$ cat src/hw/cwg_pkg.sv
// Package: register map, field layout, modes and states of the waveform generator
`default_nettype none
package cwg_pkg;
  // Register word addresses; the four address bits reach every register
  localparam logic [3:0] ADDR_CTRL0 = 4'h0;
  localparam logic [3:0] ADDR_INVERT = 4'h1;
  localparam logic [3:0] ADDR_DBAND = 4'h2;
  localparam logic [3:0] ADDR_SHUT = 4'h3;
  localparam logic [3:0] ADDR_STEER = 4'h4;
  localparam logic [3:0] ADDR_IRQ_STAT = 4'h5;
  localparam logic [3:0] ADDR_IRQ_MASK = 4'h6;
  localparam int ADDR_LSB = 2;

  // Control register 0 fields
  localparam int MODE_LSB = 0;
  localparam int MODE_W = 3;
  localparam int CTRL0_LD = 6;
  localparam int CTRL0_EN = 7;
  // Polarity register fields
  localparam int INV_W = 4;
  localparam int INV_IN_BIT = 5;
  localparam logic [3:0] INV_RST = 4'h0;
  localparam logic [7:0] INV_WMASK = 8'h0f;
  // Dead-band register fields
  localparam int DB_W = 6;
  localparam int DB_RISE_LSB = 0;
  localparam int DB_FALL_LSB = 8;
  // Shutdown register fields
  localparam int SHUT_SRC_LSB = 0;
  localparam int SHUT_SRC_W = 4;
  localparam int SHUT_REN = 4;
  localparam int SHUT_ABCD_LSB = 8;
  localparam int SHUT_OVR_W = 2;
  localparam int SHUT_SW = 12;
  localparam int SHUT_ACT = 15;
  // Steering register fields
  localparam int STR_EN_LSB = 0;
  localparam int STR_DAT_LSB = 4;
  // Interrupt bits
  localparam int IRQ_W = 2;
  localparam int IRQ_SHUT = 0;
  localparam int IRQ_RISE = 1;

  // Shutdown override codes
  localparam logic [1:0] OVR_HOLD = 2'h0;
  localparam logic [1:0] OVR_INACT = 2'h1;
  localparam logic [1:0] OVR_LOW = 2'h2;
  localparam logic [1:0] OVR_HIGH = 2'h3;

  typedef enum logic [2:0] {
    MODE_STEER_ASYNC = 3'h0,
    MODE_STEER_SYNC = 3'h1,
    MODE_FULL_FWD = 3'h2,
    MODE_FULL_REV = 3'h3,
    MODE_HALF = 3'h4,
    MODE_PUSH_PULL = 3'h5
  } cwg_mode_t;

  typedef enum logic [1:0] {
    DB_IDLE = 2'b00,
    DB_RISE = 2'b01,
    DB_FALL = 2'b10
  } cwg_db_state_t;
endpackage : cwg_pkg
`default_nettype wire

$ cat src/hw/cwg_deadband.sv
// Clocked dead-band delay of rising and falling edges
`default_nettype none
module cwg_deadband (
  input wire logic clk,
  input wire logic sys_rst,
  input wire logic ce,
  input wire logic in_lvl,
  input wire logic [cwg_pkg::DB_W-1:0] rise_cnt,
  input wire logic [cwg_pkg::DB_W-1:0] fall_cnt,
  output logic out_lvl
);
  // Rising edges are delayed by rise_cnt, falling ones by fall_cnt.
  // A new edge during a count restarts it, so short pulses vanish.
  logic [cwg_pkg::DB_W-1:0] cnt_r;
  logic prev_r;
  cwg_pkg::cwg_db_state_t st_r;
  wire edge_seen = in_lvl != prev_r;
  wire [cwg_pkg::DB_W-1:0] load_val = in_lvl ? rise_cnt : fall_cnt;

  always_ff @(posedge clk) begin
    if (sys_rst) begin
      cnt_r <= '0;
      prev_r <= 1'b0;
      out_lvl <= 1'b0;
      st_r <= cwg_pkg::DB_IDLE;
    end else if (ce) begin
      prev_r <= in_lvl;
      if (edge_seen) begin
        if (load_val == '0) begin
          out_lvl <= in_lvl;
          st_r <= cwg_pkg::DB_IDLE;
        end else begin
          cnt_r <= load_val - 1'b1;
          st_r <= in_lvl ? cwg_pkg::DB_RISE : cwg_pkg::DB_FALL;
        end
      end else begin
        unique case (st_r)
          cwg_pkg::DB_IDLE: out_lvl <= in_lvl;
          cwg_pkg::DB_RISE, cwg_pkg::DB_FALL: begin
            if (cnt_r == '0) begin
              out_lvl <= in_lvl;
              st_r <= cwg_pkg::DB_IDLE;
            end else begin
              cnt_r <= cnt_r - 1'b1;
            end
          end
          default: st_r <= cwg_pkg::DB_IDLE;
        endcase
      end
    end
  end
endmodule : cwg_deadband
`default_nettype wire

$ cat src/hw/cwg_sync.sv
// Two-flop synchroniser for asynchronous level inputs
`default_nettype none
module cwg_sync #(
  parameter int W = 1
) (
  input wire logic clk,
  input wire logic sys_rst,
  input wire logic ce,
  input wire logic [W-1:0] async_in,
  output logic [W-1:0] sync_out
);
  logic [W-1:0] meta_r;

  always_ff @(posedge clk) begin
    if (sys_rst) begin
      meta_r <= '0;
      sync_out <= '0;
    end else if (ce) begin
      meta_r <= async_in;
      sync_out <= meta_r;
    end
  end
endmodule : cwg_sync
`default_nettype wire

$ cat src/hw/cwg_top.sv
// Complementary waveform generator with Avalon-MM registers
//
// Summary of operation
// Six modes: half, push-pull, full fwd/rev, async and sync steering.
// Half-bridge drives output A true and output B inverted copy of input.
// Half-bridge inserts dead-band so A and B never overlap at edges.
// In half-bridge, C and D follow A and B with own polarity.
// Bits 0 to 3 invert outputs A to D individually when set.
// Polarity bits reset to zero, normal polarity.
// Bit 5 of polarity register reads the current input level.
// All modes auto-shutdown with source select, auto-restart and override.
// Separate 6-bit clocked rise and fall dead-band counters, each enabled.
// Steering changes apply at next input rise or immediately.
// Polarity register bits 7, 6, 4 ignore writes, read zero.
`default_nettype none
module cwg_top (
  input wire logic clk,
  input wire logic sys_rst,
  input wire logic ce,
  input wire logic [3:0] avs_address,
  input wire logic avs_read,
  input wire logic avs_write,
  input wire logic [31:0] avs_writedata,
  input wire logic [3:0] avs_byteenable,
  output logic [31:0] avs_readdata,
  output logic avs_waitrequest,
  input wire logic wave_in,
  input wire logic [cwg_pkg::SHUT_SRC_W-1:0] fault_in,
  output logic drive_out_a,
  output logic drive_out_b,
  output logic drive_out_c,
  output logic drive_out_d,
  output logic irq
);
  // ----------------------------------------------------------------
  // Input synchronisation
  // ----------------------------------------------------------------
  logic in_s;
  logic [cwg_pkg::SHUT_SRC_W-1:0] fault_s;
  cwg_sync #(.W(1 + cwg_pkg::SHUT_SRC_W)) u_sync (
    .clk(clk),
    .sys_rst(sys_rst),
    .ce(ce),
    .async_in({wave_in, fault_in}),
    .sync_out({in_s, fault_s})
  );

  // ----------------------------------------------------------------
  // Registers
  // ----------------------------------------------------------------
  logic [7:0] ctrl0_r;
  logic [cwg_pkg::INV_W-1:0] invert_r;
  logic [15:0] dband_r;
  logic [15:0] shut_r;
  logic [7:0] steer_r;
  logic [7:0] steer_act_r;
  logic [cwg_pkg::IRQ_W-1:0] irq_stat_r;
  logic [cwg_pkg::IRQ_W-1:0] irq_mask_r;
  logic shut_act_r;
  logic in_prev_r;
  logic ack_r;
  logic push_tgl_r;

  // Bus decode: one cycle wait, then answer on the next edge
  wire acc = (avs_read | avs_write) & ~ack_r;
  // Word addressing: a byte address in four bits could not reach 0x10 up
  wire [3:0] widx = avs_address;
  wire wr = avs_write & ack_r;
  wire wr_ctrl0 = wr & avs_byteenable[0] & (widx == cwg_pkg::ADDR_CTRL0);
  wire wr_inv = wr & avs_byteenable[0] & (widx == cwg_pkg::ADDR_INVERT);
  wire wr_db = wr & (widx == cwg_pkg::ADDR_DBAND);
  wire wr_shut = wr & (widx == cwg_pkg::ADDR_SHUT);
  wire wr_steer = wr & avs_byteenable[0] & (widx == cwg_pkg::ADDR_STEER);
  wire wr_stat = wr & avs_byteenable[0] & (widx == cwg_pkg::ADDR_IRQ_STAT);
  wire wr_mask = wr & avs_byteenable[0] & (widx == cwg_pkg::ADDR_IRQ_MASK);

  function automatic logic [15:0] be_merge(input logic [15:0] old,
                                           input logic [31:0] wd,
                                           input logic [3:0] be);
    be_merge = {be[1] ? wd[15:8] : old[15:8], be[0] ? wd[7:0] : old[7:0]};
  endfunction : be_merge

  wire cwg_en = ctrl0_r[cwg_pkg::CTRL0_EN];
  wire [cwg_pkg::MODE_W-1:0] mode_raw =
    ctrl0_r[cwg_pkg::MODE_LSB +: cwg_pkg::MODE_W];
  wire in_rise = in_s & ~in_prev_r;

  // ----------------------------------------------------------------
  // Auto-shutdown
  // ----------------------------------------------------------------
  wire [cwg_pkg::SHUT_SRC_W-1:0] shut_src =
    shut_r[cwg_pkg::SHUT_SRC_LSB +: cwg_pkg::SHUT_SRC_W];
  wire fault_now = |(fault_s & shut_src) | shut_r[cwg_pkg::SHUT_SW];
  wire restart_ok = shut_r[cwg_pkg::SHUT_REN] & ~fault_now & in_rise;
  wire sw_clr_shut = wr_shut & avs_byteenable[1]
                   & ~avs_writedata[cwg_pkg::SHUT_ACT];
  wire shut_set = fault_now & ~shut_act_r;
  // Fault wins over a restart or a software clear in the same cycle
  wire shut_nxt = fault_now | (shut_act_r & ~restart_ok & ~sw_clr_shut);

  // ----------------------------------------------------------------
  // Steering: sync mode loads at next input rise, async loads at once
  // ----------------------------------------------------------------
  wire steer_sync = (mode_raw == cwg_pkg::MODE_STEER_SYNC);
  wire steer_load = ~steer_sync | in_rise;

  // ----------------------------------------------------------------
  // Dead-band
  // ----------------------------------------------------------------
  wire [cwg_pkg::DB_W-1:0] db_rise =
    dband_r[cwg_pkg::DB_RISE_LSB +: cwg_pkg::DB_W];
  wire [cwg_pkg::DB_W-1:0] db_fall =
    dband_r[cwg_pkg::DB_FALL_LSB +: cwg_pkg::DB_W];
  wire src_a = in_s & cwg_en;
  wire src_b = ~in_s & cwg_en;
  logic del_a;
  logic del_b;
  // Each rail delays only its own rising edge, so both rails are low
  // for the programmed time around every input transition
  cwg_deadband u_db_a (
    .clk(clk),
    .sys_rst(sys_rst),
    .ce(ce),
    .in_lvl(src_a),
    .rise_cnt(db_rise),
    .fall_cnt('0),
    .out_lvl(del_a)
  );
  cwg_deadband u_db_b (
    .clk(clk),
    .sys_rst(sys_rst),
    .ce(ce),
    .in_lvl(src_b),
    .rise_cnt(db_fall),
    .fall_cnt('0),
    .out_lvl(del_b)
  );

  // ----------------------------------------------------------------
  // Mode output mapping (before polarity)
  // ----------------------------------------------------------------
  logic [3:0] raw;
  wire [3:0] str_en = steer_act_r[cwg_pkg::STR_EN_LSB +: 4];
  wire [3:0] str_dat = steer_act_r[cwg_pkg::STR_DAT_LSB +: 4];
  wire in_g = in_s & cwg_en;
  always_comb begin
    raw = 4'h0;
    unique case (mode_raw)
      cwg_pkg::MODE_HALF: raw = {del_b, del_a, del_b, del_a};
      cwg_pkg::MODE_PUSH_PULL:
        raw = {del_b & ~push_tgl_r, del_a & push_tgl_r,
               del_b & ~push_tgl_r, del_a & push_tgl_r};
      // Forward: A on, D modulated; reverse: C on, B modulated
      cwg_pkg::MODE_FULL_FWD: raw = {in_g, 1'b0, 1'b0, cwg_en};
      cwg_pkg::MODE_FULL_REV: raw = {1'b0, cwg_en, in_g, 1'b0};
      cwg_pkg::MODE_STEER_ASYNC, cwg_pkg::MODE_STEER_SYNC: begin
        for (int i = 0; i < 4; i++) begin
          raw[i] = str_en[i] ? in_g : str_dat[i];
        end
      end
      default: raw = 4'h0;
    endcase
  end

  // Override during shutdown, otherwise polarity per output
  wire [1:0] ovr_ac = shut_r[cwg_pkg::SHUT_ABCD_LSB +: cwg_pkg::SHUT_OVR_W];
  wire [1:0] ovr_bd = shut_r[cwg_pkg::SHUT_ABCD_LSB + cwg_pkg::SHUT_OVR_W
                             +: cwg_pkg::SHUT_OVR_W];
  logic [3:0] pin_nxt;
  logic [3:0] pin_r;

  function automatic logic ovr_pin(input logic [1:0] code, input logic cur,
                                   input logic pol);
    unique case (code)
      cwg_pkg::OVR_HOLD: ovr_pin = cur;
      cwg_pkg::OVR_INACT: ovr_pin = pol;
      cwg_pkg::OVR_LOW: ovr_pin = 1'b0;
      cwg_pkg::OVR_HIGH: ovr_pin = 1'b1;
    endcase
  endfunction : ovr_pin

  always_comb begin
    for (int i = 0; i < 4; i++) begin
      if (shut_act_r) begin
        pin_nxt[i] = ovr_pin(i[0] ? ovr_bd : ovr_ac, pin_r[i],
                             invert_r[i]);
      end else begin
        pin_nxt[i] = raw[i] ^ invert_r[i];
      end
    end
  end

  // ----------------------------------------------------------------
  // Read mux
  // ----------------------------------------------------------------
  logic [31:0] rd_nxt;
  always_comb begin
    rd_nxt = 32'h0;
    unique case (widx)
      cwg_pkg::ADDR_CTRL0: rd_nxt[7:0] = ctrl0_r;
      cwg_pkg::ADDR_INVERT: begin
        rd_nxt[cwg_pkg::INV_W-1:0] = invert_r;
        rd_nxt[cwg_pkg::INV_IN_BIT] = in_s;
      end
      cwg_pkg::ADDR_DBAND: rd_nxt[15:0] = dband_r;
      cwg_pkg::ADDR_SHUT: begin
        rd_nxt[15:0] = shut_r;
        rd_nxt[cwg_pkg::SHUT_ACT] = shut_act_r;
      end
      cwg_pkg::ADDR_STEER: rd_nxt[7:0] = steer_r;
      cwg_pkg::ADDR_IRQ_STAT: rd_nxt[cwg_pkg::IRQ_W-1:0] = irq_stat_r;
      cwg_pkg::ADDR_IRQ_MASK: rd_nxt[cwg_pkg::IRQ_W-1:0] = irq_mask_r;
      default: rd_nxt = 32'h0;
    endcase
  end

  wire [cwg_pkg::IRQ_W-1:0] ev = {in_rise, shut_set};
  wire [cwg_pkg::IRQ_W-1:0] stat_clr =
    wr_stat ? avs_writedata[cwg_pkg::IRQ_W-1:0] : '0;
  wire [cwg_pkg::IRQ_W-1:0] stat_nxt = ev | (irq_stat_r & ~stat_clr);

  // ----------------------------------------------------------------
  // State
  // ----------------------------------------------------------------
  always_ff @(posedge clk) begin
    if (sys_rst) begin
      ctrl0_r <= 8'h00;
      invert_r <= cwg_pkg::INV_RST;
      dband_r <= 16'h0000;
      shut_r <= 16'h0000;
      steer_r <= 8'h00;
      steer_act_r <= 8'h00;
      irq_stat_r <= '0;
      irq_mask_r <= '0;
      shut_act_r <= 1'b0;
      in_prev_r <= 1'b0;
      ack_r <= 1'b0;
      push_tgl_r <= 1'b0;
      pin_r <= 4'h0;
      avs_readdata <= 32'h0;
      avs_waitrequest <= 1'b1;
      irq <= 1'b0;
    end else if (ce) begin
      ack_r <= acc;
      avs_waitrequest <= ~acc;
      if (acc) avs_readdata <= rd_nxt;
      if (wr_ctrl0) ctrl0_r <= avs_writedata[7:0];
      if (wr_inv) invert_r <= avs_writedata[cwg_pkg::INV_W-1:0];
      if (wr_db) dband_r <= be_merge(dband_r, avs_writedata, avs_byteenable);
      if (wr_shut) shut_r <= be_merge(shut_r, avs_writedata, avs_byteenable);
      if (wr_steer) steer_r <= avs_writedata[7:0];
      if (wr_mask) irq_mask_r <= avs_writedata[cwg_pkg::IRQ_W-1:0];
      if (steer_load) steer_act_r <= steer_r;
      irq_stat_r <= stat_nxt;
      irq <= |(stat_nxt & irq_mask_r);
      shut_act_r <= shut_nxt;
      in_prev_r <= in_s;
      if (in_rise) push_tgl_r <= ~push_tgl_r;
      pin_r <= pin_nxt;
    end
  end

  assign drive_out_a = pin_r[0];
  assign drive_out_b = pin_r[1];
  assign drive_out_c = pin_r[2];
  assign drive_out_d = pin_r[3];
endmodule : cwg_top
`default_nettype wire
$ cat config.mk
export PLATFORM = sky130hd
export DESIGN_NAME = cwg_top
export DESIGN_NICKNAME = d
export VERILOG_FILES = /design/src/hw/cwg_pkg.sv /design/src/hw/cwg_deadband.sv /design/src/hw/cwg_sync.sv /design/src/hw/cwg_top.sv
export SDC_FILE = /design/constraint.sdc
export NUM_CORES = 1
export LEC_CHECK = 0
export BUFFER_PORTS_ARGS = -buffer_cell sky130_fd_sc_hd__buf_2
export CAP_MARGIN = 20
export CORE_MARGIN = 1
export CORE_UTILIZATION = 45
export CTS_CLUSTER_DIAMETER = 200
export DETAILED_ROUTE_END_ITERATION = 16
export GPL_TIMING_DRIVEN = 0
export HOLD_SLACK_MARGIN = 0.1
export PLACE_DENSITY = 0.68
export SLEW_MARGIN = 20
export SYNTH_ARGS = -nofsm -noshare
export SYNTH_HDL_FRONTEND = slang
export SYNTH_HIERARCHICAL = 1
export SYNTH_SLANG_ARGS = --single-unit
$ cat constraint.sdc
create_clock -name clk -period 1.92 [get_ports clk]
set_input_delay 0.192 -clock clk [delete_from_list [all_inputs] [get_ports clk]]
set_output_delay 0.192 -clock clk [all_outputs]
set_load 0.01 [all_outputs]
Word-level counts from Yosys, hierarchy flattened
Cells that the tools add are included.
- output and inout bits: 38
- input port bits: 50
- register bits after elaboration: 119
- muxes and demuxes: 48
- add/subtract/negate cells: 4
- bitwise operators: 46
- reductions and logical operators: 38
- equality and inequality tests: 35
- operator list (operator ; count):
    $mux 6 ; 10
    $logic_not 6->1 ; 4
    $sub 6x1->6 const B ; 4
    $and 1x1->1 ; 22
    $pmux 4 s5 ; 1
    $mux 2 ; 9
    $reduce_and 2->1 ; 9
    $reduce_and 3->1 ; 6
    $pmux 8 s2 ; 1
    $reduce_and 4->1 ; 4
    $mux 1 ; 14
    $pmux 2 s7 ; 1
    $eq 2x2->1 const B ; 6
    $eq 4x3->1 const B ; 3
    $ne 2x2->1 const B ; 6
    $pmux 1 s3 ; 4
    $not 1->1 ; 11
    $pmux 2 s5 ; 1
    $eq 2x1->1 const B ; 4
    $eq 4x2->1 const B ; 2
    $logic_not 2->1 ; 4
    $ne 2x1->1 const B ; 4
    $pmux 2 s2 ; 2
    $pmux 2 s4 ; 1
    other kinds (21) ; 38

Logic depth before layout (Yosys ltp)
Gate-level depths: netlist of run 1.
- depth in word-level cells: 10
- gate-level depth with buffers: 8
- mapped depth without buffers: 7

By module
The synthesis of run 1 kept the hierarchy.
- modules (own cells, without submodules) (module ; sequential area each (µm²) ; instances ; cells an instance ; area an instance (µm²)):
    cwg_top ; 1781.7 ; 1 ; 472 ; 4240.3
    cwg_deadband ; 200.2 ; 2 ; 99 ; 870.8
    cwg_sync ; 200.2 ; 1 ; 32 ; 352.8

Least setup slack after synthesis of run 1
No wires, ideal clock.
- path type: register to register
- from: register u_sync.sync_out[4]
- to: register u_db_a/cnt_r[4] in the netlist's numbering
- slack: 0.122 ns
- arrival: 1.664 ns
- cell stages (with the launch flop): 8
- setup time: 0.134 ns
- path through: dfxtp_1 and2_1 buf_4 mux2_2 ha_1 nand3b_1 xor2_1 a211oi_2
- longest elaborated chain between the ends: 5
- elaborated cells on any way between the ends: 11
- those cells by class: 1 x add/sub; 3 x eq/ne; 3 x mux; 1 x bitwise; 3 x reduce/logical
- RTL lines (item ; RTL line ; text):
    start: declaration ; cwg_sync.sv:10 ; output logic [W-1:0] sync_out
    start signal: assignment ; cwg_sync.sv:20 ; sync_out <= meta_r;
    $and 1x1->1 (*) ; n/a ;
    net in_g ; cwg_top.sv:145 ; wire in_g = in_s & cwg_en;
    $mux 6 ; cwg_deadband.sv:18 ; wire [cwg_pkg::DB_W-1:0] load_val = in_lvl ? rise_cnt : fall_cnt;
    $sub 6x1->6 / $logic_not 6->1 (equally long branches) ; cwg_deadband.sv:33, cwg_deadband.sv:29 ;
    $mux 6 / $ne 2x2->1 (equally long branches) ; n/a ;
    $mux 6 / $reduce_and 4->1 (equally long branches) ; n/a ;
    end signal: assignment ; cwg_deadband.sv:33 ; cnt_r <= load_val - 1'b1;
    end signal: assignment ; cwg_deadband.sv:44 ; cnt_r <= cnt_r - 1'b1;
    end: declaration ; cwg_deadband.sv:14 ; logic [cwg_pkg::DB_W-1:0] cnt_r;
Mark *: on every way through the listed nets, which the timed path passes. The rest lies on a longest branch. The select of a mux whose other input is x is not followed.
A chain may end at the register's enable or synchronous reset.

Worst setup path in the final report of run 1
- from: register ctrl0_r[7]
- to: register u_db_b/cnt_r[4] in the netlist's numbering
- longest elaborated chain between the ends: 5
- elaborated cells on any way between the ends: 11
- those cells by class: 1 x add/sub; 3 x eq/ne; 3 x mux; 1 x bitwise; 3 x reduce/logical
- RTL lines (item ; RTL line ; text):
    start: declaration ; cwg_top.sv:51 ; logic [7:0] ctrl0_r;
    start signal: assignment ; cwg_top.sv:247 ; if (wr_ctrl0) ctrl0_r <= avs_writedata[7:0];
    $and 1x1->1 (*) ; cwg_top.sv:115 ; wire src_b = ~in_s & cwg_en;
    net src_b ; cwg_top.sv:115 ;
    $mux 6 ; cwg_deadband.sv:18 ;
    $sub 6x1->6 / $logic_not 6->1 (equally long branches) ; cwg_deadband.sv:33, cwg_deadband.sv:29 ;
    $mux 6 / $ne 2x2->1 (equally long branches) ; n/a ;
    $mux 6 / $reduce_and 4->1 (equally long branches) ; n/a ;
    end signal: assignment ; cwg_deadband.sv:33 ;
    end signal: assignment ; cwg_deadband.sv:44 ;
    end: declaration ; cwg_deadband.sv:14 ;
Marked as above.

==> results of run 1 <==
## routing by layer
layer,up-vias,share of wire,GRT usage
met4,0,0.018,0.113
met1,2760,0.45,0.335
met3,23,0.070,0.0524
met5,-,0,0
li1,2743,-,-
met2,222,0.46,0.387
## worst max-delay path by stage
| stage | start | slack, ns | endpoint | depth (start not counted) |
|---|---|---|---|---|
| after floorplan | u_sync/sync_out[4]$_SDFFE_PP0P_ | 0.12 | u_db_a/cnt_r[4]$_SDFFE_PP0P_ | 7 |
| after global placement | u_sync/sync_out[4]$_SDFFE_PP0P_ | -0.26 | u_db_a/cnt_r[5]$_SDFFE_PP0P_ | 7 |
| after detailed placement | u_sync/sync_out[4]$_SDFFE_PP0P_ | -0.28 | u_db_a/cnt_r[3]$_SDFFE_PP0P_ | 7 |
| after CTS | ack_r$_SDFFE_PP0P_ | 0.003 | ctrl0_r[6]$_SDFFE_PP0P_ | 5 |
| after global routing | ctrl0_r[7]$_SDFFE_PP0P_ | -0.01 | u_db_b/cnt_r[4]$_SDFFE_PP0P_ | 7 |
| final | ctrl0_r[7]$_SDFFE_PP0P_ | 0.04 | u_db_b/cnt_r[4]$_SDFFE_PP0P_ | 7 |
## flip-flops by register name (all words and copies together) (netlist names), 2 cells and up
name             flops
steer_act_r          8
ctrl0_r              8
avs_readdata        16
u_sync/meta_r        5
steer_r              8
pin_r                4
u_sync/sync_out      5
u_db_b/cnt_r         6
u_db_a/cnt_r         6
u_db_b/st_r          2
u_db_a/st_r          2
dband_r             16
shut_r              15
invert_r             4
irq_mask_r           2
irq_stat_r           2
## per-stage QoR
| stage | worst slack, ns | setup TNS, ns | std cells | util |
|---|---|---|---|---|
| final | 0.0417 | 0 | 1020 | 0.578 |
| after detailed placement | -0.275 | -6.12 | 969 | 0.515 |
| after CTS | 0.00293 | 0 | 1014 | 0.568 |
| after global routing | -0.0125 | -0.0125 | 1020 | 0.578 |
| after floorplan | 0.122 | 0 | 741 | - |
| after global placement | -0.258 | -4.76 | 969 | 0.515 |
## power groups by stage
stage	Sequential, mW	Combinational, mW	Clock [mW]
5_1_grt	2.53	0.475	3.09
6_report	2.53	0.439	2.95
3_3_place_gp	2.58	0.386	0
3_5_place_dp	2.58	0.392	0
4_1_cts	2.53	0.419	2.98
2_1_floorplan	2.58	0.237	0
## cell usage in the layout (no fill, tap or decap), types with 18 or more instances in the layout
master / Yosys / final
nor2b_1: 20 / 19
clkbuf_1: 18 / 21
buf_2: 9 / 59
nor2_1: 124 / 124
dfxtp_1: 119 / 117
nand2_1: 28 / 27
buf_4: 20 / 24
nor3_1: 20 / 18
a21oi_1: 26 / 25
conb_1: 1 / 40
mux2i_1: 102 / 102
## cell usage after synthesis, types with 7 or more instances
library cell,number
nor4_1,9
a22oi_1,7
nand3_1,9
a21oi_1,26
nor2_1,124
mux2_2,11
nand2_1,28
buf_2,9
a211oi_1,8
nor2b_1,20
buf_4,20
dfxtp_1,119
clkbuf_1,18
inv_1,14
a221oi_1,11
nor3_1,20
o21ai_0,13
mux2i_1,102
nand3b_1,7
nand2b_1,8
## cell families after synthesis
family / after synthesis / synth area share
AO/OA/AOI/OAI: 121 / 0.142
other: 1 / 0.000592
AND/OR/NAND/NOR: 255 / 0.199
XOR/XNOR: 10 / 0.0138
multiplexers: 120 / 0.198
buffers and inverters: 72 / 0.0622
adder cells (fa/ha/maj): 4 / 0.00790
flip-flops: 119 / 0.376
## area by class of cell
| type | instances | area, um2 |
|---|---|---|
| Fill cell | 1215 | 5700 |
| Inverter | 16 | 60.1 |
| Sequential cell | 119 | 2390 |
| Tap cell | 176 | 220 |
| Clock inverter | 4 | 45.0 |
| Clock buffer | 25 | 495 |
| Timing Repair Buffer | 75 | 498 |
| Buffer | 55 | 350 |
| Multi-Input combinational cell | 550 | 3740 |
## repair_timing
item | in CTS | in global routing
gates cloned | 0 | 0
endpoints found under the setup margin | 13 | 45
hold buffers | 16 | 0
pin swaps | 0 | 4
gates resized for setup | 8 | 14
endpoints found under the hold margin | 31 | 0
setup buffers | 0 | 7
## critical path, cell delays in order, from the launching register on
cell and delay (ns):
dfxtp_4 0.40, nor2b_4 0.20, buf_8 0.16, mux2_2 0.38
ha_1 0.22, nand3b_1 0.11, xor2_1 0.18, a211oi_2 0.08
==> flow_summary.json, run 1 <==
{
  "status": "finished, final reports clean",
  "ir_drop_mv": 0.580,
  "synth_ff_type": "dfxtp_1",
  "cts_buffer_depth": 2,
  "yosysTopAreaCellShare": 0.376,
  "synthTopCellsByArea": "dfxtp_1 (38%), mux2i_1 (16%), nor2_1 (7.3%)",
  "fin_crit_ns": 1.88,
  "worstHoldPathType": "in -> reg",
  "r2r_slack_ns": 0.04,
  "worstSetupStartpointType": "flop",
  "cap_violations": 0,
  "setup_violations": 0,
  "arrival_ns": 2.15,
  "post_dp_cell_area_um2": 6960,
  "antenna_found_initial": 0,
  "crit_path_end_kind": "flop",
  "io_pins": 88,
  "syn_inst": 702,
  "synth-edff-count": 0,
  "clock_latency_ns": 0.41,
  "p_int_mw": 4.55,
  "combinationalPowerShare": 0.074,
  "postRouteWirelength_um": 17400,
  "whs_endpoint": "dband_r[2]$_SDFFE_PP0P_",
  "seq_power_share": 0.427,
  "leakage_nw": 3.16,
  "tritoncts": "done",
  "synth_top_area_cell": "dfxtp_1",
  "htreeDepth": 4,
  "die_area_um2": 14600,
  "fin_area_um2": 7800,
  "post-route-drc-count": 0,
  "async_reset_ff_frac": 0,
  "yosysUniqueCellTypes": 68,
  "power.switching_mw": 1.36,
  "crit_type": "reg -> reg",
  "grt_pass1_wl_um": 28000,
  "worstPathRequired_ns": 2.20,
  "hpwl_um": 12500,
  "p_sw_frac": 0.230,
  "final_max_slew_viol_count": 0,
  "worstReg2RegStart": "ctrl0_r[7]$_SDFFE_PP0P_",
  "hp-start": "avs_writedata[2]",
  "avgSynthCellArea_um2": 9.02,
  "die_y_um": 121,
  "nNetsFinal": 888,
  "ys_warn_count": 6,
  "wl_per_cell_um": 17.1,
  "final_antenna_net_count": 0,
  "critPathMaxFanout": 10,
  "cts_buffers": 17,
  "area_delta_synth_final_pct": 23.2,
  "drive_gt1_frac": 0.187,
  "yosysSeqAreaShare": 0.376,
  "power.total_mw": 5.91,
  "die_w_um": 121,
  "reg2reg_depth": 7,
  "tightest_slew_ns": 0.686,
  "io_buffers": 52,
  "drtPass1Iterations": 5,
  "cts_root_buf": "clkbuf_16",
  "fmax_mhz": 532,
  "drtIter0Drc": 509,
  "floorplan.rows": 42,
  "skew_ns": 0.00741,
  "powerDensity_nw_per_um2": 758,
  "num_vias": 5748,
  "slew_headroom": 0.543,
  "core-area_um2": 13500,
  "grt_max_degree": 18,
  "grt_usage": 0.251,
  "post-route-period-util": 0.978,
  "hold_viol": 0,
  "pwr-share-clk": 0.499,
  "vias_per_cell": 5.64,
  "start_util": 0.469,
  "diodes": 0,
  "ys_seq_elements": 119,
  "grt_pass1_vias": 5530,
  "overflow": 0,
  "r2r_end": "u_db_b/cnt_r[4]$_SDFFE_PP0P_",
  "fin_hold_ws_ns": 0.128,
  "clk_pin_slew_ns": 0.05,
  "mappedNetlistArea_um2": 6330,
  "hold_path_depth": 3,
  "cts.sink_count": 119,
  "place_congestion": 0.862
}
No activity file was read; power rests on OpenSTA's default activity.
==> run 2, diff against run 1 <==
--- a/config.mk
+++ b/config.mk
@@ -17,5 +17,4 @@
 export SLEW_MARGIN = 20
 export SYNTH_ARGS = -nofsm -noshare
 export SYNTH_HDL_FRONTEND = slang
-export SYNTH_HIERARCHICAL = 1
 export SYNTH_SLANG_ARGS = --single-unit
==> run 2 against run 1 <==
The run now ends with setup timing left; hold slack worse by 0.016 ns; routed wire length increased by 1.6%; via count shrank 2.9%; synthesized area down 6.4%; largest power group unchanged.
==> flow_summary.json, run 2 <==
{
  "status": "finished, violations left",
  "violations": "setup timing",
  "rsz0062_at_grt": "true",
  "critPathMaxFanout": 5,
  "pwr-share-clk": 0.522,
  "start_util": 0.466,
  "die_w_um": 117,
  "die_area_um2": 13600,
  "io_pins": 88,
  "setup_tns_ns": -0.210,
  "antenna_found_initial": 0,
  "drtPass1Iterations": 5,
  "grt_pass1_vias": 5181,
  "p_int_mw": 4.71,
  "skew_ns": 0.00568,
  "final_max_slew_viol_count": 0,
  "worstSetupStartpointType": "flop",
  "grt_max_degree": 17,
  "drtIter0Drc": 603,
  "place_congestion": 0.954,
  "cap_violations": 0,
  "fin_crit_ns": 2.02,
  "seq_power_share": 0.411,
  "reg.largest.list": "avs_readdata x16, dband_r x16, shut_r x15",
  "post-route-drc-count": 0,
  "nNetsFinal": 847,
  "ys_warn_count": 0,
  "power.switching_mw": 1.42,
  "clk_pin_slew_ns": 0.06,
  "avgSynthCellArea_um2": 8.86,
  "yosysSeqAreaShare": 0.402,
  "syn_inst": 669,
  "setup_violations": 7,
  "mappedNetlistArea_um2": 5930,
  "post_dp_cell_area_um2": 6470,
  "fin_hold_ws_ns": 0.112,
  "final_antenna_net_count": 0,
  "io_buffers": 51,
  "most-common-layout-cells": "nor2_1 (111), dfxtp_1 (108), mux2i_1 (85), buf_2 (54), nand2_1 (41)",
  "clock_latency_ns": 0.42,
  "synth_top_area_cell": "dfxtp_1",
  "synthTopCellsByCount": "dfxtp_1 (119), nor2_1 (111), mux2i_1 (89), nand2_1 (46), a21oi_1 (35)",
  "synth_most_common_cell": "dfxtp_1",
  "slew_headroom": 0.425,
  "tightest_slew_ns": 0.863,
  "leakage_nw": 3.02,
  "crit_path_end_kind": "flop",
  "p_sw_frac": 0.232,
  "fin_area_um2": 7630,
  "crit_type": "reg -> reg",
  "worstHoldPathType": "in -> reg",
  "diodes": 0,
  "num_vias": 5584,
  "wl_per_cell_um": 18.1,
  "ys_seq_elements": 119,
  "cts.sink_count": 119,
  "fmax_mhz": 495,
  "yosysUniqueCellTypes": 62,
  "final_common_cell": "nor2_1",
  "hold_viol": 0,
  "area_delta_synth_final_pct": 28.7,
  "floorplan.rows": 41,
  "cts_buffer_depth": 2,
  "die_y_um": 117,
  "cts_root_buf": "clkbuf_16",
  "combinationalPowerShare": 0.067,
  "tritoncts": "done",
  "vias_per_cell": 5.72,
  "synthTopCellsByArea": "dfxtp_1 (40%), mux2i_1 (15%), nor2_1 (7.0%)",
  "yosysTopAreaCellShare": 0.402,
  "async_reset_ff_frac": 0,
  "ir_drop_mv": 0.638,
  "postRouteWirelength_um": 17700,
  "setup_ws_ns": -0.102,
  "overflow": 0,
  "grt_pass1_wl_um": 27200,
  "post-route-period-util": 1.05,
  "cts_buffers": 17,
  "worstPathRequired_ns": 2.23,
  "hpwl_um": 12200,
  "core-area_um2": 12700,
  "powerDensity_nw_per_um2": 803,
  "post-place-ws_ns": -0.258,
  "synth-edff-count": 0,
  "drive_gt1_frac": 0.244,
  "htreeDepth": 4,
  "synth_ff_type": "dfxtp_1",
  "grt_usage": 0.269,
  "arrival_ns": 2.33
}
==> run 2: area by class of cell <==
| type | instances | area [um2] |
|---|---|---|
| Sequential cell | 119 | 2410 |
| Tap cell | 172 | 215 |
| Clock inverter | 14 | 158 |
| Inverter | 11 | 41.3 |
| Buffer | 55 | 360 |
| Fill cell | 1121 | 5090 |
| Timing Repair Buffer | 90 | 594 |
| Clock buffer | 18 | 439 |
| Multi-Input combinational cell | 497 | 3420 |
==> run 2: repair_timing <==
action / CTS / global route
endpoints found under the hold margin: 38 / 0
hold buffers: 18 / 0
setup endpoints to repair: 35 / 41
gates cloned: 1 / 0
setup buffers: 13 / 7
pin swaps: 10 / 14
gates resized for setup: 25 / 41
==> run 2: cells by family (layout without fill, tap and decap cells) <==
family | Yosys count | in the layout | share of synthesized area
and+or+nand+nor | 250 | 250 | 0.197
DFF | 119 | 119 | 0.402
AOI/OAI and AO/OA | 115 | 116 | 0.134
other | 1 | 16 | 0.000632
adders and majority gates | 6 | 6 | 0.0127
xor gates and xnor gates | 13 | 13 | 0.0192
buffers and inverters | 69 | 188 | 0.0644
muxes | 96 | 96 | 0.171
==> run 2: worst paths after layout <==
kind / startpoint / end / slack [ns] / depth (start not counted)
setup / recovery: dband_r[1]$_SDFFE_PP0P_ / u_db_a.cnt_r[5]$_SDFFE_PP0P_ / -0.10 / 6
hold / removal: avs_writedata[3] / invert_r[3]$_SDFFE_PP0P_ / 0.11 / 3
setup reg to reg: dband_r[1]$_SDFFE_PP0P_ / u_db_a.cnt_r[5]$_SDFFE_PP0P_ / -0.10 / 6
hold reg to reg: ctrl0_r[6]$_SDFFE_PP0P_ / ctrl0_r[6]$_SDFFE_PP0P_ / 0.45 / 2
==> run 2: power groups by stage <==
stage / combinational (mW) / clock [mW] / sequential (mW)
final: 0.413 / 3.20 / 2.52
after floorplan: 0.219 / 0 / 2.58
after global routing: 0.448 / 3.36 / 2.52
after global placement: 0.361 / 0 / 2.57
after CTS: 0.401 / 3.23 / 2.52
after detailed placement: 0.367 / 0 / 2.58
==> run 2: worst max-delay path, cell delays in order, from the launching register on <==
cell     delay (ns)
dfxtp_4        0.37
or4_4          0.52
or3_4          0.36
nor2_4         0.19
o41ai_4        0.13
nor3b_1        0.17
o21a_1         0.18
==> run 2: metrics by stage <==
| stage | util | total power [mW] | std cells |
|---|---|---|---|
| finish | 0.600 | 6.13 | 976 |
| global route | 0.600 | 6.33 | 976 |
| CTS | 0.584 | 6.15 | 970 |
| detailed placement | 0.509 | 2.94 | 908 |
| global placement | 0.508 | 2.94 | 907 |
| floorplan | - | 2.80 | 684 |
==> run 2: per-layer routing <==
layer,GRT usage,vias to the layer above,wire length (um)
met5,0,-,0
met4,0.132,0,491
met3,0.0633,46,1230
met2,0.447,268,8570
met1,0.329,2660,7370
li1,-,2610,-
==> run 3, diff against run 2 <==
--- a/config.mk
+++ b/config.mk
@@ -11,7 +11,6 @@
 export CORE_UTILIZATION = 45
 export CTS_CLUSTER_DIAMETER = 200
 export DETAILED_ROUTE_END_ITERATION = 16
-export GPL_TIMING_DRIVEN = 0
 export HOLD_SLACK_MARGIN = 0.1
 export PLACE_DENSITY = 0.68
 export SLEW_MARGIN = 20
==> run 3 against run 2 <==
Register-to-register slack improved by 0.09 ns; die area unchanged; flip-flop and latch count unchanged; largest power group unchanged; clock power increased by 6.9%; power increased by 2.9%; cell count decreased by 2.0%; largest cell class unchanged; routed wire length decreased by 11%; clock-buffer cell count increased by 3; sequential power about the same; maximum frequency increased by 4.4%; critical endpoint unchanged; the run still ends with setup timing left; critical path depth unchanged; global-route usage decreased by 3.1 points.
==> flow_summary.json, run 3 (same netlist as run 2, synthesis figures left out) <==
{
  "hold_viol": 0,
  "cts.sink_count": 119,
  "stdcell_count": 956,
  "powerDensity_nw_per_um2": 844,
  "io_pins": 88,
  "ir_drop_mv": 0.574,
  "overflow": 0,
  "final_common_cell": "dfxtp_1",
  "area_delta_synth_final_pct": 26.1,
  "tightest_slew_ns": 0.509,
  "place_congestion": 0.878,
  "post-place-ws_ns": -0.0229,
  "post_dp_cell_area_um2": 6530,
  "drtIter0Drc": 473,
  "reg.largest.list": "avs_readdata x16, dband_r x16, shut_r x15",
  "leakage_nw": 2.94,
  "core-area_um2": 12700,
  "drive_gt1_frac": 0.218,
  "grt_max_degree": 112,
  "vias_per_cell": 5.51,
  "antenna_found_initial": 0,
  "die_y_um": 117,
  "fmax_mhz": 516,
  "status": "finished, violations left",
  "post-route-drc-count": 0,
  "arrival_ns": 2.24,
  "worstSetupStartpointType": "flop",
  "final_max_slew_viol_count": 0,
  "worstPathRequired_ns": 2.23,
  "worstHoldPathType": "in -> reg",
  "wl_per_cell_um": 16.4,
  "combinationalPowerShare": 0.057,
  "setup_violations": 2,
  "diodes": 0,
  "rsz0062_at_grt": "true",
  "most-common-layout-cells": "dfxtp_1 (117), nor2_1 (111), mux2i_1 (87), buf_2 (52), buf_4 (51)",
  "skew_ns": 0.0124,
  "grt_usage": 0.238,
  "nNetsFinal": 827,
  "cts_root_buf": "clkbuf_16",
  "crit_type": "reg -> reg",
  "dp_cells": 898,
  "drtPass1Iterations": 5,
  "final_antenna_net_count": 0,
  "post-route-period-util": 1.01,
  "floorplan.rows": 41,
  "fin_area_um2": 7470,
  "cts_buffers": 17,
  "die_area_um2": 13600,
  "htreeDepth": 4,
  "tritoncts": "done",
  "num_vias": 5265,
  "grt_pass1_vias": 4992,
  "cap_violations": 0,
  "p_sw_frac": 0.220,
  "slew_headroom": 0.659,
  "fillers": 1105,
  "die_w_um": 117,
  "crit_path_end_kind": "flop",
  "clock_latency_ns": 0.42,
  "pwr-share-clk": 0.543,
  "critPathMaxFanout": 5,
  "cts_buffer_depth": 2,
  "grt_pass1_wl_um": 24800,
  "power.switching_mw": 1.39,
  "setup_ws_ns": -0.0163,
  "violations": "setup timing",
  "clk_pin_slew_ns": 0.06,
  "io_buffers": 53,
  "postRouteWirelength_um": 15700,
  "p_int_mw": 4.92,
  "seq_power_share": 0.400,
  "hpwl_um": 10900,
  "start_util": 0.466,
  "fin_crit_ns": 1.94
}
[run 3: per-layer routing]
layer / vias up / wire [um] / share of wire / GRT usage
met5: - / 0 / 0 / 0
met4: 0 / 354 / 0.023 / 0.0987
met3: 30 / 806 / 0.051 / 0.0494
met2: 168 / 7670 / 0.49 / 0.398
met1: 2500 / 6870 / 0.44 / 0.300
li1: 2567 / - / - / -
[run 3: timing repair]
action                                  CTS  global route
pin swaps                                 2             2
buffers inserted                          4             3
hold buffers                             19             0
gates resized for setup                   2            10
gates cloned                              1             0
endpoints found under the setup margin    3            13
endpoints found under the hold margin    35             0
[run 3: critical path, cell delays in order, from the launching register on]
cell and delay, ns:
dfxtp_1 0.31, or4_4 0.54, o31a_1 0.36, nand4_4 0.16
o41ai_4 0.12, nor3b_1 0.16, o21a_1 0.18
[run 3: path summary, 6_finish.rpt]
path / slack [ns] / endpoint / cells past startpoint / from
worst max-delay path: -0.02 / u_db_a.cnt_r[5]$_SDFFE_PP0P_ / 6 / u_db_a.cnt_r[0]$_SDFFE_PP0P_
worst min-delay path: 0.14 / ctrl0_r[0]$_SDFFE_PP0P_ / 3 / avs_writedata[0]
worst max register to register: -0.02 / u_db_a.cnt_r[5]$_SDFFE_PP0P_ / 6 / u_db_a.cnt_r[0]$_SDFFE_PP0P_
worst min register to register: 0.47 / ctrl0_r[6]$_SDFFE_PP0P_ / 2 / ctrl0_r[6]$_SDFFE_PP0P_
[run 3: final cells by class]
type	count	area (um2)	area share
multi-input combinational	497	3300	0.441
sequential	119	2380	0.319
timing repair buffer	125	893	0.120
clock buffer	21	470	0.0629
tap	172	215	0.0288
clock inverter	11	171	0.0229
inverter	11	41.3	0.00552
[run 3: power groups by stage]
stage	sequential [mW]	combinational [mW]	clock, mW
4_1_cts	2.52	0.359	3.46
5_1_grt	2.52	0.398	3.57
6_report	2.52	0.361	3.42
3_3_place_gp	2.57	0.323	0
2_1_floorplan	2.58	0.219	0
3_5_place_dp	2.58	0.329	0
[run 3: through the flow]
stage	total power [mW]	TNS (ns)	hold slack, ns	util
after global routing	6.50	-0.319	0.141	0.588
after detailed placement	2.90	-0.0363	0.446	0.513
final	6.31	-0.0180	0.135	0.588
after CTS	6.34	-0.00600	0.126	0.583
after global placement	2.90	0	0.439	0.513
after floorplan	2.80	0	0.336	-
